### src/hw/erase_error_defs.svh
`ifndef ERASE_ERROR_DEFS_SVH
`define ERASE_ERROR_DEFS_SVH
// Function
// - bit 31 set when erase flag available
// - bit 30 gives flag polarity, host applies
// - bit 29 set when program/erase share flag
// - bit 28 selects addressed versus direct access
// - bit 27 places local address byte
// - bits 26-24 give flag position
// - bits 23-16 hold local address if addressed
// - bit 23 octal double-rate mode supported
// - bit 22 octal single-rate mode supported
// - bit 21 quad command, quad double-rate data
// - bit 20 all-quad single-rate mode supported
// - bits 19-16 dummy count, host inserts exactly; host sends zero dummies on any addressed access
// - single-lane direct read uses no dummies
// - cleared mode flag not proof of unsupported
// - bits 15-8 read opcode, zero unsupported
// - bits 7-0 write opcode, zero read-only
`define AVAIL_BIT        31
`define POLARITY_BIT     30
`define SHARED_BIT       29
`define ADDRESSED_BIT    28
`define LOCAL_BYTE1_BIT  27
`define POS_HI           26
`define POS_LO           24
`define LADDR_HI         23
`define LADDR_LO         16
`define OCT_DDR_BIT      23
`define OCT_SDR_BIT      22
`define QUAD_DDR_BIT     21
`define QUAD_SDR_BIT     20
`define DUMMY_HI         19
`define DUMMY_LO         16
`define RD_OP_HI         15
`define RD_OP_LO         8
`define WR_OP_HI         7
`define WR_OP_LO         0
`define OFF_CTRL         12'h000
`define OFF_STATUS       12'h004
`define OFF_MASK         12'h008
`define OFF_WORD         12'h00C
`define OFF_RESULT       12'h010
`define OFF_DATA         12'h014
`define RESET_WORD       32'h0000_0000
`endif

### src/hw/erase_error_pkg.sv
package erase_error_pkg;
  typedef enum logic [2:0] {
    ST_IDLE  = 3'b000,
    ST_REQ   = 3'b001,
    ST_WAIT  = 3'b011,
    ST_WREQ  = 3'b010,
    ST_WWAIT = 3'b110
  } host_state_t;
  typedef enum logic [2:0] {
    FORM_SINGLE  = 3'b000,
    FORM_QUAD_S  = 3'b001,
    FORM_QUAD_D  = 3'b010,
    FORM_OCT_S   = 3'b011,
    FORM_OCT_D   = 3'b100
  } lane_form_t;
endpackage : erase_error_pkg

### src/hw/erase_error_if.sv
`timescale 1ns/1ps
interface erase_error_if;
  import erase_error_pkg::*;
  logic              req;
  logic              we;
  logic              addressed;
  logic [31:0]       addr;
  logic [7:0]        opcode;
  logic [3:0]        dummy;
  lane_form_t        form;
  logic [7:0]        wdata;
  logic [31:0]       word;
  logic              ack;
  logic [7:0]        rdata;
  modport device (input req, we, addressed, addr, opcode, dummy, form, wdata,
                  output word, ack, rdata);
  modport host   (output req, we, addressed, addr, opcode, dummy, form, wdata,
                  input word, ack, rdata);
endinterface : erase_error_if

### src/hw/flag_extract.sv
`timescale 1ns/1ps
module flag_extract
  import erase_error_pkg::*;
(
  input  wire logic [7:0] reg_value,
  input  wire logic [2:0] position,
  input  wire logic       inverted,
  output logic            failed
);
  assign failed = reg_value[position] ^ inverted;
endmodule : flag_extract

### src/hw/erase_error_host.sv
// Chosen here: the address map and the APB slave port.
`timescale 1ns/1ps
`include "erase_error_defs.svh"
module erase_error_host
  import erase_error_pkg::*;
(
  input  wire logic        pclk,
  input  wire logic        presetn,
  input  wire logic        clk_en,
  input  wire logic        psel,
  input  wire logic        penable,
  input  wire logic        pwrite,
  input  wire logic [11:0] paddr,
  input  wire logic [31:0] pwdata,
  output logic [31:0]      prdata,
  output logic             pready,
  output logic             pslverr,
  output logic             irq,
  erase_error_if.host      link
);
  typedef struct packed {
    host_state_t state;
    logic [1:0]  status;
    logic [1:0]  mask;
    logic [2:0]  form;
    logic [7:0]  wdata;
    logic        failed;
    logic        valid;
    logic [7:0]  rdata;
    logic [31:0] prdata;
  } host_reg_t;
  host_reg_t r_reg;
  host_reg_t r_next;
  logic [31:0] word;
  logic        failed_now;
  logic        wr;
  logic        rd;
  function automatic logic [31:0] build_addr(input logic [31:0] w);
    build_addr = w[`LOCAL_BYTE1_BIT] ? {16'h0000, w[`LADDR_HI:`LADDR_LO], 8'h00} :
                                       {24'h0000_00, w[`LADDR_HI:`LADDR_LO]};
  endfunction : build_addr
  function automatic logic mode_listed(input logic [31:0] w, input lane_form_t f);
    case (f)
      FORM_OCT_D: mode_listed = w[`OCT_DDR_BIT];
      FORM_OCT_S: mode_listed = w[`OCT_SDR_BIT];
      FORM_QUAD_D: mode_listed = w[`QUAD_DDR_BIT];
      FORM_QUAD_S: mode_listed = w[`QUAD_SDR_BIT];
      default: mode_listed = 1'b1;
    endcase
  endfunction : mode_listed
  assign word = link.word;
  flag_extract u_extract (
    .reg_value (link.rdata),
    .position  (word[`POS_HI:`POS_LO]),
    .inverted  (word[`POLARITY_BIT]),
    .failed    (failed_now)
  );
  assign wr = psel && penable && pwrite;
  assign rd = psel && !penable && !pwrite;
  assign pready = 1'b1;
  assign pslverr = 1'b0;
  assign prdata = r_reg.prdata;
  assign irq = |(r_reg.status & r_reg.mask);
  // ************
  // link drive
  // ************
  assign link.req = (r_reg.state == ST_WAIT) || (r_reg.state == ST_WWAIT);
  assign link.we = (r_reg.state == ST_WWAIT);
  assign link.addressed = word[`ADDRESSED_BIT];
  assign link.addr = word[`ADDRESSED_BIT] ? build_addr(word) : 32'h0000_0000;
  assign link.opcode = link.we ? word[`WR_OP_HI:`WR_OP_LO] : word[`RD_OP_HI:`RD_OP_LO];
  assign link.form = lane_form_t'(r_reg.form);
  assign link.dummy = (link.form == FORM_SINGLE || word[`ADDRESSED_BIT]) ? 4'h0 :
                      word[`DUMMY_HI:`DUMMY_LO];
  assign link.wdata = r_reg.wdata;
  always_comb begin
    r_next = r_reg;
    // read data held through the access phase
    if (rd) begin
      case (paddr)
        `OFF_CTRL:   r_next.prdata = {29'h0, r_reg.form};
        `OFF_STATUS: r_next.prdata = {30'h0, r_reg.status};
        `OFF_MASK:   r_next.prdata = {30'h0, r_reg.mask};
        `OFF_WORD:   r_next.prdata = word;
        `OFF_RESULT: r_next.prdata = {29'h0, mode_listed(word, lane_form_t'(r_reg.form)),
                                      r_reg.valid, r_reg.failed};
        `OFF_DATA:   r_next.prdata = {24'h0, r_reg.rdata};
        default:     r_next.prdata = 32'h0000_0000;
      endcase
    end
    if (wr && paddr == `OFF_STATUS) r_next.status = r_reg.status & ~pwdata[1:0];
    if (wr && paddr == `OFF_MASK) r_next.mask = pwdata[1:0];
    case (r_reg.state)
      ST_IDLE: begin
        if (wr && paddr == `OFF_CTRL) begin
          r_next.form = pwdata[2:0];
          r_next.wdata = pwdata[15:8];
          if (pwdata[4] && word[`WR_OP_HI:`WR_OP_LO] != 8'h00) r_next.state = ST_WREQ;
          else if (pwdata[3]) r_next.state = ST_REQ;
        end
      end
      ST_REQ: begin
        if (!word[`AVAIL_BIT] || word[`RD_OP_HI:`RD_OP_LO] == 8'h00) begin
          r_next.valid = 1'b0;
          r_next.status[1] = 1'b1;
          r_next.state = ST_IDLE;
        end else r_next.state = ST_WAIT;
      end
      ST_WAIT: begin
        if (link.ack) begin
          r_next.rdata = link.rdata;
          r_next.failed = failed_now;
          r_next.valid = 1'b1;
          r_next.status[0] = 1'b1;
          r_next.state = ST_IDLE;
        end
      end
      ST_WREQ: r_next.state = ST_WWAIT;
      ST_WWAIT: begin
        if (link.ack) begin
          r_next.status[0] = 1'b1;
          r_next.state = ST_IDLE;
        end
      end
      default: r_next.state = ST_IDLE;
    endcase
  end
  always_ff @(posedge pclk or negedge presetn) begin
    if (!presetn) begin
      r_reg <= '0;
    end else if (clk_en) begin
      r_reg <= r_next;
    end
  end
endmodule : erase_error_host

### src/flat_wrapper.sv
// flat-port wrapper written by rule: the top's interface ports become plain ports
module erase_error_host_flat import erase_error_pkg::*;
  (pclk, presetn, clk_en, psel, penable, pwrite, paddr, pwdata, prdata, pready, pslverr, irq, link_req, link_we, link_addressed, link_addr, link_opcode, link_dummy, link_form, link_wdata, link_word, link_ack, link_rdata);
  erase_error_if link_i ();
  input  wire logic pclk;
  input  wire logic presetn;
  input  wire logic clk_en;
  input  wire logic psel;
  input  wire logic penable;
  input  wire logic pwrite;
  input  wire logic [11:0] paddr;
  input  wire logic [31:0] pwdata;
  output logic [31:0] prdata;
  output logic pready;
  output logic pslverr;
  output logic irq;
  output wire logic [$bits(link_i.req)-1:0] link_req;
  output wire logic [$bits(link_i.we)-1:0] link_we;
  output wire logic [$bits(link_i.addressed)-1:0] link_addressed;
  output wire logic [$bits(link_i.addr)-1:0] link_addr;
  output wire logic [$bits(link_i.opcode)-1:0] link_opcode;
  output wire logic [$bits(link_i.dummy)-1:0] link_dummy;
  output wire logic [$bits(link_i.form)-1:0] link_form;
  output wire logic [$bits(link_i.wdata)-1:0] link_wdata;
  input wire logic [$bits(link_i.word)-1:0] link_word;
  input wire logic [$bits(link_i.ack)-1:0] link_ack;
  input wire logic [$bits(link_i.rdata)-1:0] link_rdata;
  assign link_req = link_i.req;
  assign link_we = link_i.we;
  assign link_addressed = link_i.addressed;
  assign link_addr = link_i.addr;
  assign link_opcode = link_i.opcode;
  assign link_dummy = link_i.dummy;
  assign link_form = link_i.form;
  assign link_wdata = link_i.wdata;
  assign link_i.word = link_word;
  assign link_i.ack = link_ack;
  assign link_i.rdata = link_rdata;
  erase_error_host u_core (.pclk(pclk), .presetn(presetn), .clk_en(clk_en), .psel(psel), .penable(penable), .pwrite(pwrite), .paddr(paddr), .pwdata(pwdata), .prdata(prdata), .pready(pready), .pslverr(pslverr), .irq(irq), .link(link_i));
endmodule
### config.mk
export PLATFORM = sky130hd
export DESIGN_NAME = erase_error_host_flat
export DESIGN_NICKNAME = d
export VERILOG_FILES = /design/src/hw/erase_error_pkg.sv /design/src/hw/erase_error_if.sv /design/src/hw/flag_extract.sv /design/src/hw/erase_error_host.sv /design/src/flat_wrapper.sv
export VERILOG_INCLUDE_DIRS = /design/src /design/src/hw
export SDC_FILE = /design/constraint.sdc
export NUM_CORES = 1
export LEC_CHECK = 0
export BUFFER_PORTS_ARGS = -buffer_cell sky130_fd_sc_hd__buf_2
export CAP_MARGIN = 15
export CORE_UTILIZATION = 45
export CTS_BUF_LIST = sky130_fd_sc_hd__clkbuf_16
export CTS_CLUSTER_SIZE = 8
export DETAILED_ROUTE_END_ITERATION = 6
export PLACE_DENSITY_LB_ADDON = 0.1
export SLEW_MARGIN = 20
export SYNTH_ARGS = -nofsm -noshare
export SYNTH_HDL_FRONTEND = slang
export SYNTH_SLANG_ARGS = --single-unit
### constraint.sdc
create_clock -name pclk -period 2.1 [get_ports pclk]
set_input_delay 0.315 -clock pclk [delete_from_list [all_inputs] [get_ports pclk]]
set_output_delay 0.315 -clock pclk [all_outputs]
set_load 0.005 [all_outputs]
# Yosys cells after proc, flatten, opt, wreduce, memory -nomap -nowiden
# Cells that the tools add are included.
dict set report classes {
  n_lt_le_gt_ge 1
  muxes 22
  n_bitwise 4
  reduce_logical 28
  eq_ne 18
}
# operator n
set ops {}
lappend ops {{one-hot mux 32 bit (6 select lines)} 1}
lappend ops {{2-to-1 mux 32 bit} 1}
lappend ops {{== test 12 x 4 -> 1 bit (second input constant)} 2}
lappend ops {{== test 12 x 5 -> 1 bit (second input constant)} 2}
lappend ops {{2-to-1 mux 16 bit} 1}
lappend ops {{== test 12 x 3 -> 1 bit (second input constant)} 1}
lappend ops {{== test 3 x 2 -> 1 bit (second input constant)} 4}
lappend ops {{logical NOT 12 bit} 1}
lappend ops {{2-to-1 mux 3 bit} 4}
lappend ops {{one-hot mux 3 bit (4 select lines)} 1}
lappend ops {{2-to-1 mux 9 bit} 1}
lappend ops {{logical AND 1 bit} 8}
lappend ops {{logical NOT 8 bit} 1}
lappend ops {{2-to-1 mux 8 bit} 1}
lappend ops {{AND reduction 4 bit} 2}
lappend ops {{nonzero test 8 bit} 1}
lappend ops {{== test 3 x 1 -> 1 bit (second input constant)} 2}
lappend ops {{== test 3 bit (second input constant)} 2}
lappend ops {{logical NOT 3 bit} 2}
lappend ops {{2-to-1 mux 1 bit} 6}
lappend ops {{!= test 2 x 1 -> 1 bit (second input constant)} 3}
lappend ops {{AND reduction 3 bit} 2}
lappend ops {{AND 2 bit} 2}
lappend ops {{less-than comparator 3 x 4 -> 1 bit (second input constant)} 1}
lappend ops {{other kinds (14)} 21}
dict set report word_totals {
  word_cells 82
  out_inout_bits 93
  inputBits 91
  reg_bits 60
}

# Longest topological paths before layout
dict set report logic_depth {
  ltp_word 6
  depth_mapped 8
  ltp_nobuf 4
}

# Cells and area by module
# A second synthesis with hierarchy kept.
dict set report unflattened {
  hier_cells 329
  area_unflattened_um2 3527.1
}
# module n_inst cells_per_inst seq_area_each_um2 area_each_um2
set by_module_without_submodules {}
lappend by_module_without_submodules {erase_error_host 1 322 1501.4 3450.8}
lappend by_module_without_submodules {flag_extract 1 7 0.0 76.3}

# Worst setup path after synthesis
# No wires, ideal clock.
dict set report synth_timing {
  path_kind {input to register}
  from {input port paddr[9]}
  to {register u_core.r_reg[53] (netlist name)}
  setup_ns 0.125
  arrival_time_ns 1.946
  stages 4
  n_path_buf 0
  path_slack_ns 0.029
  path_cell_list {or4_4 > or3_4 > nor4_1 > mux2_2}
}
dict set report synth_between {
  elab_chain_len 3
}
# element line_no
set synth_lines {}
lappend synth_lines {{start, declared} flat_wrapper.sv:11} ;# input wire logic [11:0] paddr;
lappend synth_lines {{== test 12 x 4 -> 1 bit (no source line)} --}
lappend synth_lines {{logical AND 1 bit (no source line)} --}
lappend synth_lines {{AND reduction 2 bit (no source line)} --}
lappend synth_lines {{end signal, assigned} erase_error_host.sv:132} ;# r_reg <= r_next;
lappend synth_lines {{end, declared} erase_error_host.sv:32} ;# host_reg_t r_reg;
# Every way passes these cells.
# A chain may end at the register's enable or synchronous reset.

# Worst setup path in the final report
dict set report layout_timing {
  from {input port paddr[0]}
  to {register u_core.r_reg[54] (netlist name)}
}
# Same word-level chain as after synthesis.

==> reports/results.ini <==
[outcome]
status = finished with violations
violated_checks = negative hold slack

[cells_and_area]
area.sequential_um2 = 1500
num_antenna_cells = 0
area.growth.synth_to_final_pct = 22.6
multi_input_area_um2 = 1440
drive_gt1_share_pct = 49.3
filler_free_cell_count_of_the_finished_design = 527
final_nets = 516
fillCellCount = 690
post_route_design_area_um2 = 4230
largest_register_ffs = 32

[sta]
hold_violations = 2
fin_crit_sh_pct = 90.9
hold_slack_ns = -0.00200
fin_skew_ns = 0.00858
final_number_of_setup_violating_endpoints = 0
min_tclk_post_route_ns = 1.91
timing.final.max_slew_violations = 0
timing.fmax_mhz = 524
unrepaired_setup_endpoints_after_global_routing = no

[global_routing]
wire_length_of_the_first_global_routing_pass_mm = 12.4
antenna_violations_before_repair = 0
maximum_number_of_pins_on_one_net_before_global_route_repair = 61
first_global_vias = 2384
global_route.overflow_total = 0
grt_util_all_layers_pct = 21.1

[routing]
vias = 2705
wl_per_cell_um = 15.4
ant_nets = 0
vias_per_cell = 5.13
drt-total-wl_mm = 8.10
first_iter_violations = 104
detail_route.drc_violations = 0
first_pass_iters = 4

[cts]
cts.sinks = 60
clockRootBuffer = sky130_fd_sc_hd__clkbuf_16
cts_tree = done
cts-htree-levels = 3
clkLatencyLatePin_ns = 0.32
clockBufferDepth = 2
post_cts_hold_buffer_count = 0
cts_buf_count = 9
clock_transition_at_path_regs_ns = 0.05

[placement]
gp_congestion = 0.767
hpwl_after_dpl_mm = 6.00
dp_cells = 513
detailed_place.area_um2 = 3950
io_buffers = 146

[synth]
postSynthRegisterBits = 60
synth_ff_type = sky130_fd_sc_hd__dfrtp_1
synthesis.yosys.warnings = 0
post-synth-top-area-cell = sky130_fd_sc_hd__dfrtp_1
syn-cell-area_um2 = 3450
post_synth_fa_ha_maj_area_fraction_pct = 0.290
synth.top_cell.area_share_pct = 43.5
synth_compound_gate_area_share_pct = 12.4
synthXorXnorAreaFrac_pct = 0.508
post_synth_mux_area_share_pct = 12.9
synth-edff-count = 0
synth_seq_area_share_pct = 43.5
netlist_instances = 315
synth_simple_gate_area_share_pct = 13.7
synth_area_leaders = sky130_fd_sc_hd__dfrtp_1 44%, sky130_fd_sc_hd__buf_4 14%, sky130_fd_sc_hd__mux2_2 10%
ys_types = 48
postSynthAreaPerCell_um2 = 11.0
async_flop_share_pct = 100
combinational_family_with_the_most_area_after_synthesis = buffers and inverters

[floorplanning]
initial_cell_density_of_the_core_pct = 47.1
floorplan.die.height_um = 89.6
floorplan.die_area_um2 = 8020
floorplan.die.width_um = 89.6
core_area_um2 = 7330
rows = 31
io_pins = 184

[worst_setup_path]
cpLargestDelayFamily = simple AND/OR/NAND/NOR gates
timing.critical_path.buf_inv = 2
timing.critical_path.required_ns = 2.30
worstReg2RegEnd = u_core.link.wdata[2]
crit_path_cell_trace = buf_2, or4_1, or3_4, nor4_1, buf_4, mux2_2
critical_path.slowest_cell = sky130_fd_sc_hd__or4_1
cp-end-kind = flop
arrival_ns = 2.11
path_class = in2reg
regToRegStartpoint = u_core.r_reg[59]
timing.reg2reg.setup_slack_ns = 0.54
timing.reg2reg.worst_path_depth = 4
slowest_delay_ns = 0.57
maximum_fanout_along_the_worst_path = 4
critical_path.startpoint_type = input port

[pwr]
peak_ir_drop_on_the_vdd_network_v = 0.000396
leak_pwr_nw = 2.37
power_density_nw_per_um2 = 688

[hold_path]
min-delay-path-class = in2async

[run]
maxCapViolCount = 0

## what timing repair did
item | 4_1_cts | 5_1_grt
setup endpoints to repair | 0 | 8
buffers inserted | 0 | 0
resized for setup | 0 | 1
## cell usage after synthesis (2+ instances only)
| cell type | n |
|---|---|
| sky130_fd_sc_hd__a21boi_0 | 2 |
| sky130_fd_sc_hd__nand2_1 | 5 |
| sky130_fd_sc_hd__nor3_1 | 3 |
| sky130_fd_sc_hd__o21ai_0 | 6 |
| sky130_fd_sc_hd__and2_1 | 13 |
| sky130_fd_sc_hd__a21oi_1 | 5 |
| sky130_fd_sc_hd__nor4_1 | 5 |
| sky130_fd_sc_hd__a22o_1 | 25 |
| sky130_fd_sc_hd__mux2i_1 | 4 |
| sky130_fd_sc_hd__or4_1 | 3 |
| sky130_fd_sc_hd__and3_1 | 16 |
| sky130_fd_sc_hd__nand4_1 | 2 |
| sky130_fd_sc_hd__nand2b_1 | 2 |
| sky130_fd_sc_hd__a221o_1 | 5 |
| sky130_fd_sc_hd__buf_4 | 63 |
| sky130_fd_sc_hd__buf_6 | 2 |
| sky130_fd_sc_hd__buf_2 | 2 |
| sky130_fd_sc_hd__nor4bb_1 | 2 |
| sky130_fd_sc_hd__nor2_1 | 6 |
| sky130_fd_sc_hd__mux4_2 | 2 |
| sky130_fd_sc_hd__or3_1 | 2 |
| sky130_fd_sc_hd__mux2_2 | 32 |
| sky130_fd_sc_hd__dfrtp_1 | 60 |
| sky130_fd_sc_hd__inv_1 | 6 |
| sky130_fd_sc_hd__nand3_1 | 5 |
| sky130_fd_sc_hd__a22oi_1 | 3 |
| sky130_fd_sc_hd__conb_1 | 2 |
| sky130_fd_sc_hd__clkbuf_1 | 10 |
| sky130_fd_sc_hd__nor2b_1 | 3 |
## where the power goes
| part | total (W) | internal [W] | switching [W] | leakage (nW) |
|---|---|---|---|---|
| Clock | 0.00135 | 0.000887 | 0.000467 | 0.137 |
| Combinational | 0.000320 | 0.000156 | 0.000164 | 1.40 |
| Sequential | 0.00123 | 0.00119 | 0.0000392 | 0.823 |
| Total | 0.00291 | 0.00224 | 0.000670 | 2.37 |
## placed cells by master (no fill, tap or decap), types with 6 or more instances in the layout
master	Yosys	layout
sky130_fd_sc_hd__buf_2	2	146
sky130_fd_sc_hd__dfrtp_1	60	60
sky130_fd_sc_hd__mux2_2	32	32
sky130_fd_sc_hd__a22o_1	25	25
sky130_fd_sc_hd__conb_1	2	18
sky130_fd_sc_hd__and3_1	16	16
sky130_fd_sc_hd__and2_1	13	13
sky130_fd_sc_hd__buf_4	63	12
sky130_fd_sc_hd__clkbuf_16	0	9
sky130_fd_sc_hd__inv_1	6	7
sky130_fd_sc_hd__nor2_1	6	6
sky130_fd_sc_hd__o21ai_0	6	6
## per-stage QoR
step | power, W | hold slack (ns) | util [%] | TNS, ns | setup slack (ns)
after floorplan | 0.00142 | 0.0194 | - | 0 | 0.0288
after global placement | 0.00157 | 0.344 | 53.9 | -1.22 | -0.105
after detailed placement | 0.00157 | 0.348 | 53.9 | -2.08 | -0.147
after CTS | 0.00293 | 0.00922 | 57.6 | 0 | 0.0626
after global routing | 0.00304 | 0.0364 | 57.7 | 0 | 0.106
final | 0.00291 | -0.00200 | 57.7 | 0 | 0.192
## how the worst max path moves through the flow
| stage | from | cells after the start | endpoint | slack, ns |
|---|---|---|---|---|
| 6_report | paddr[0] | 6 | u_core.r_reg[54] | 0.19 |
| 4_1_cts | u_core.r_reg[57] | 4 | link_opcode[7] | 0.06 |
| 3_3_place_gp | paddr[0] | 6 | u_core.r_reg[54] | -0.10 |
| 2_1_floorplan | paddr[9] | 4 | u_core.r_reg[53] | 0.03 |
| 3_5_place_dp | paddr[0] | 6 | u_core.r_reg[54] | -0.15 |
| 5_1_grt | u_core.r_reg[57] | 4 | link_opcode[7] | 0.11 |
## final cells by class
| cell class | count | area share (%) |
|---|---|---|
| Tap cell | 99 | 2.93 |
| Sequential cell | 60 | 35.5 |
| Clock inverter | 5 | 1.09 |
| Inverter | 7 | 0.621 |
| Clock buffer | 9 | 5.33 |
| Multi-Input combinational cell | 187 | 34.2 |
| Timing Repair Buffer | 160 | 20.4 |
## logic make-up after synthesis
group	Yosys count
xor+xnor	2
mux	38
flops	60
simple gates	74
buf+inv	84
compound gates	54
other cells	2
fa+ha+maj	1
## per-layer routing
metal,share of wire (%),vias to the layer above,track usage [%]
li1,-,1293,-
met1,46,1302,29.2
met2,47,108,32.8
met3,6.6,2,4.25
met4,0.35,0,7.36
met5,0,-,0
Note: power is estimated with default switching activity, not from simulation.
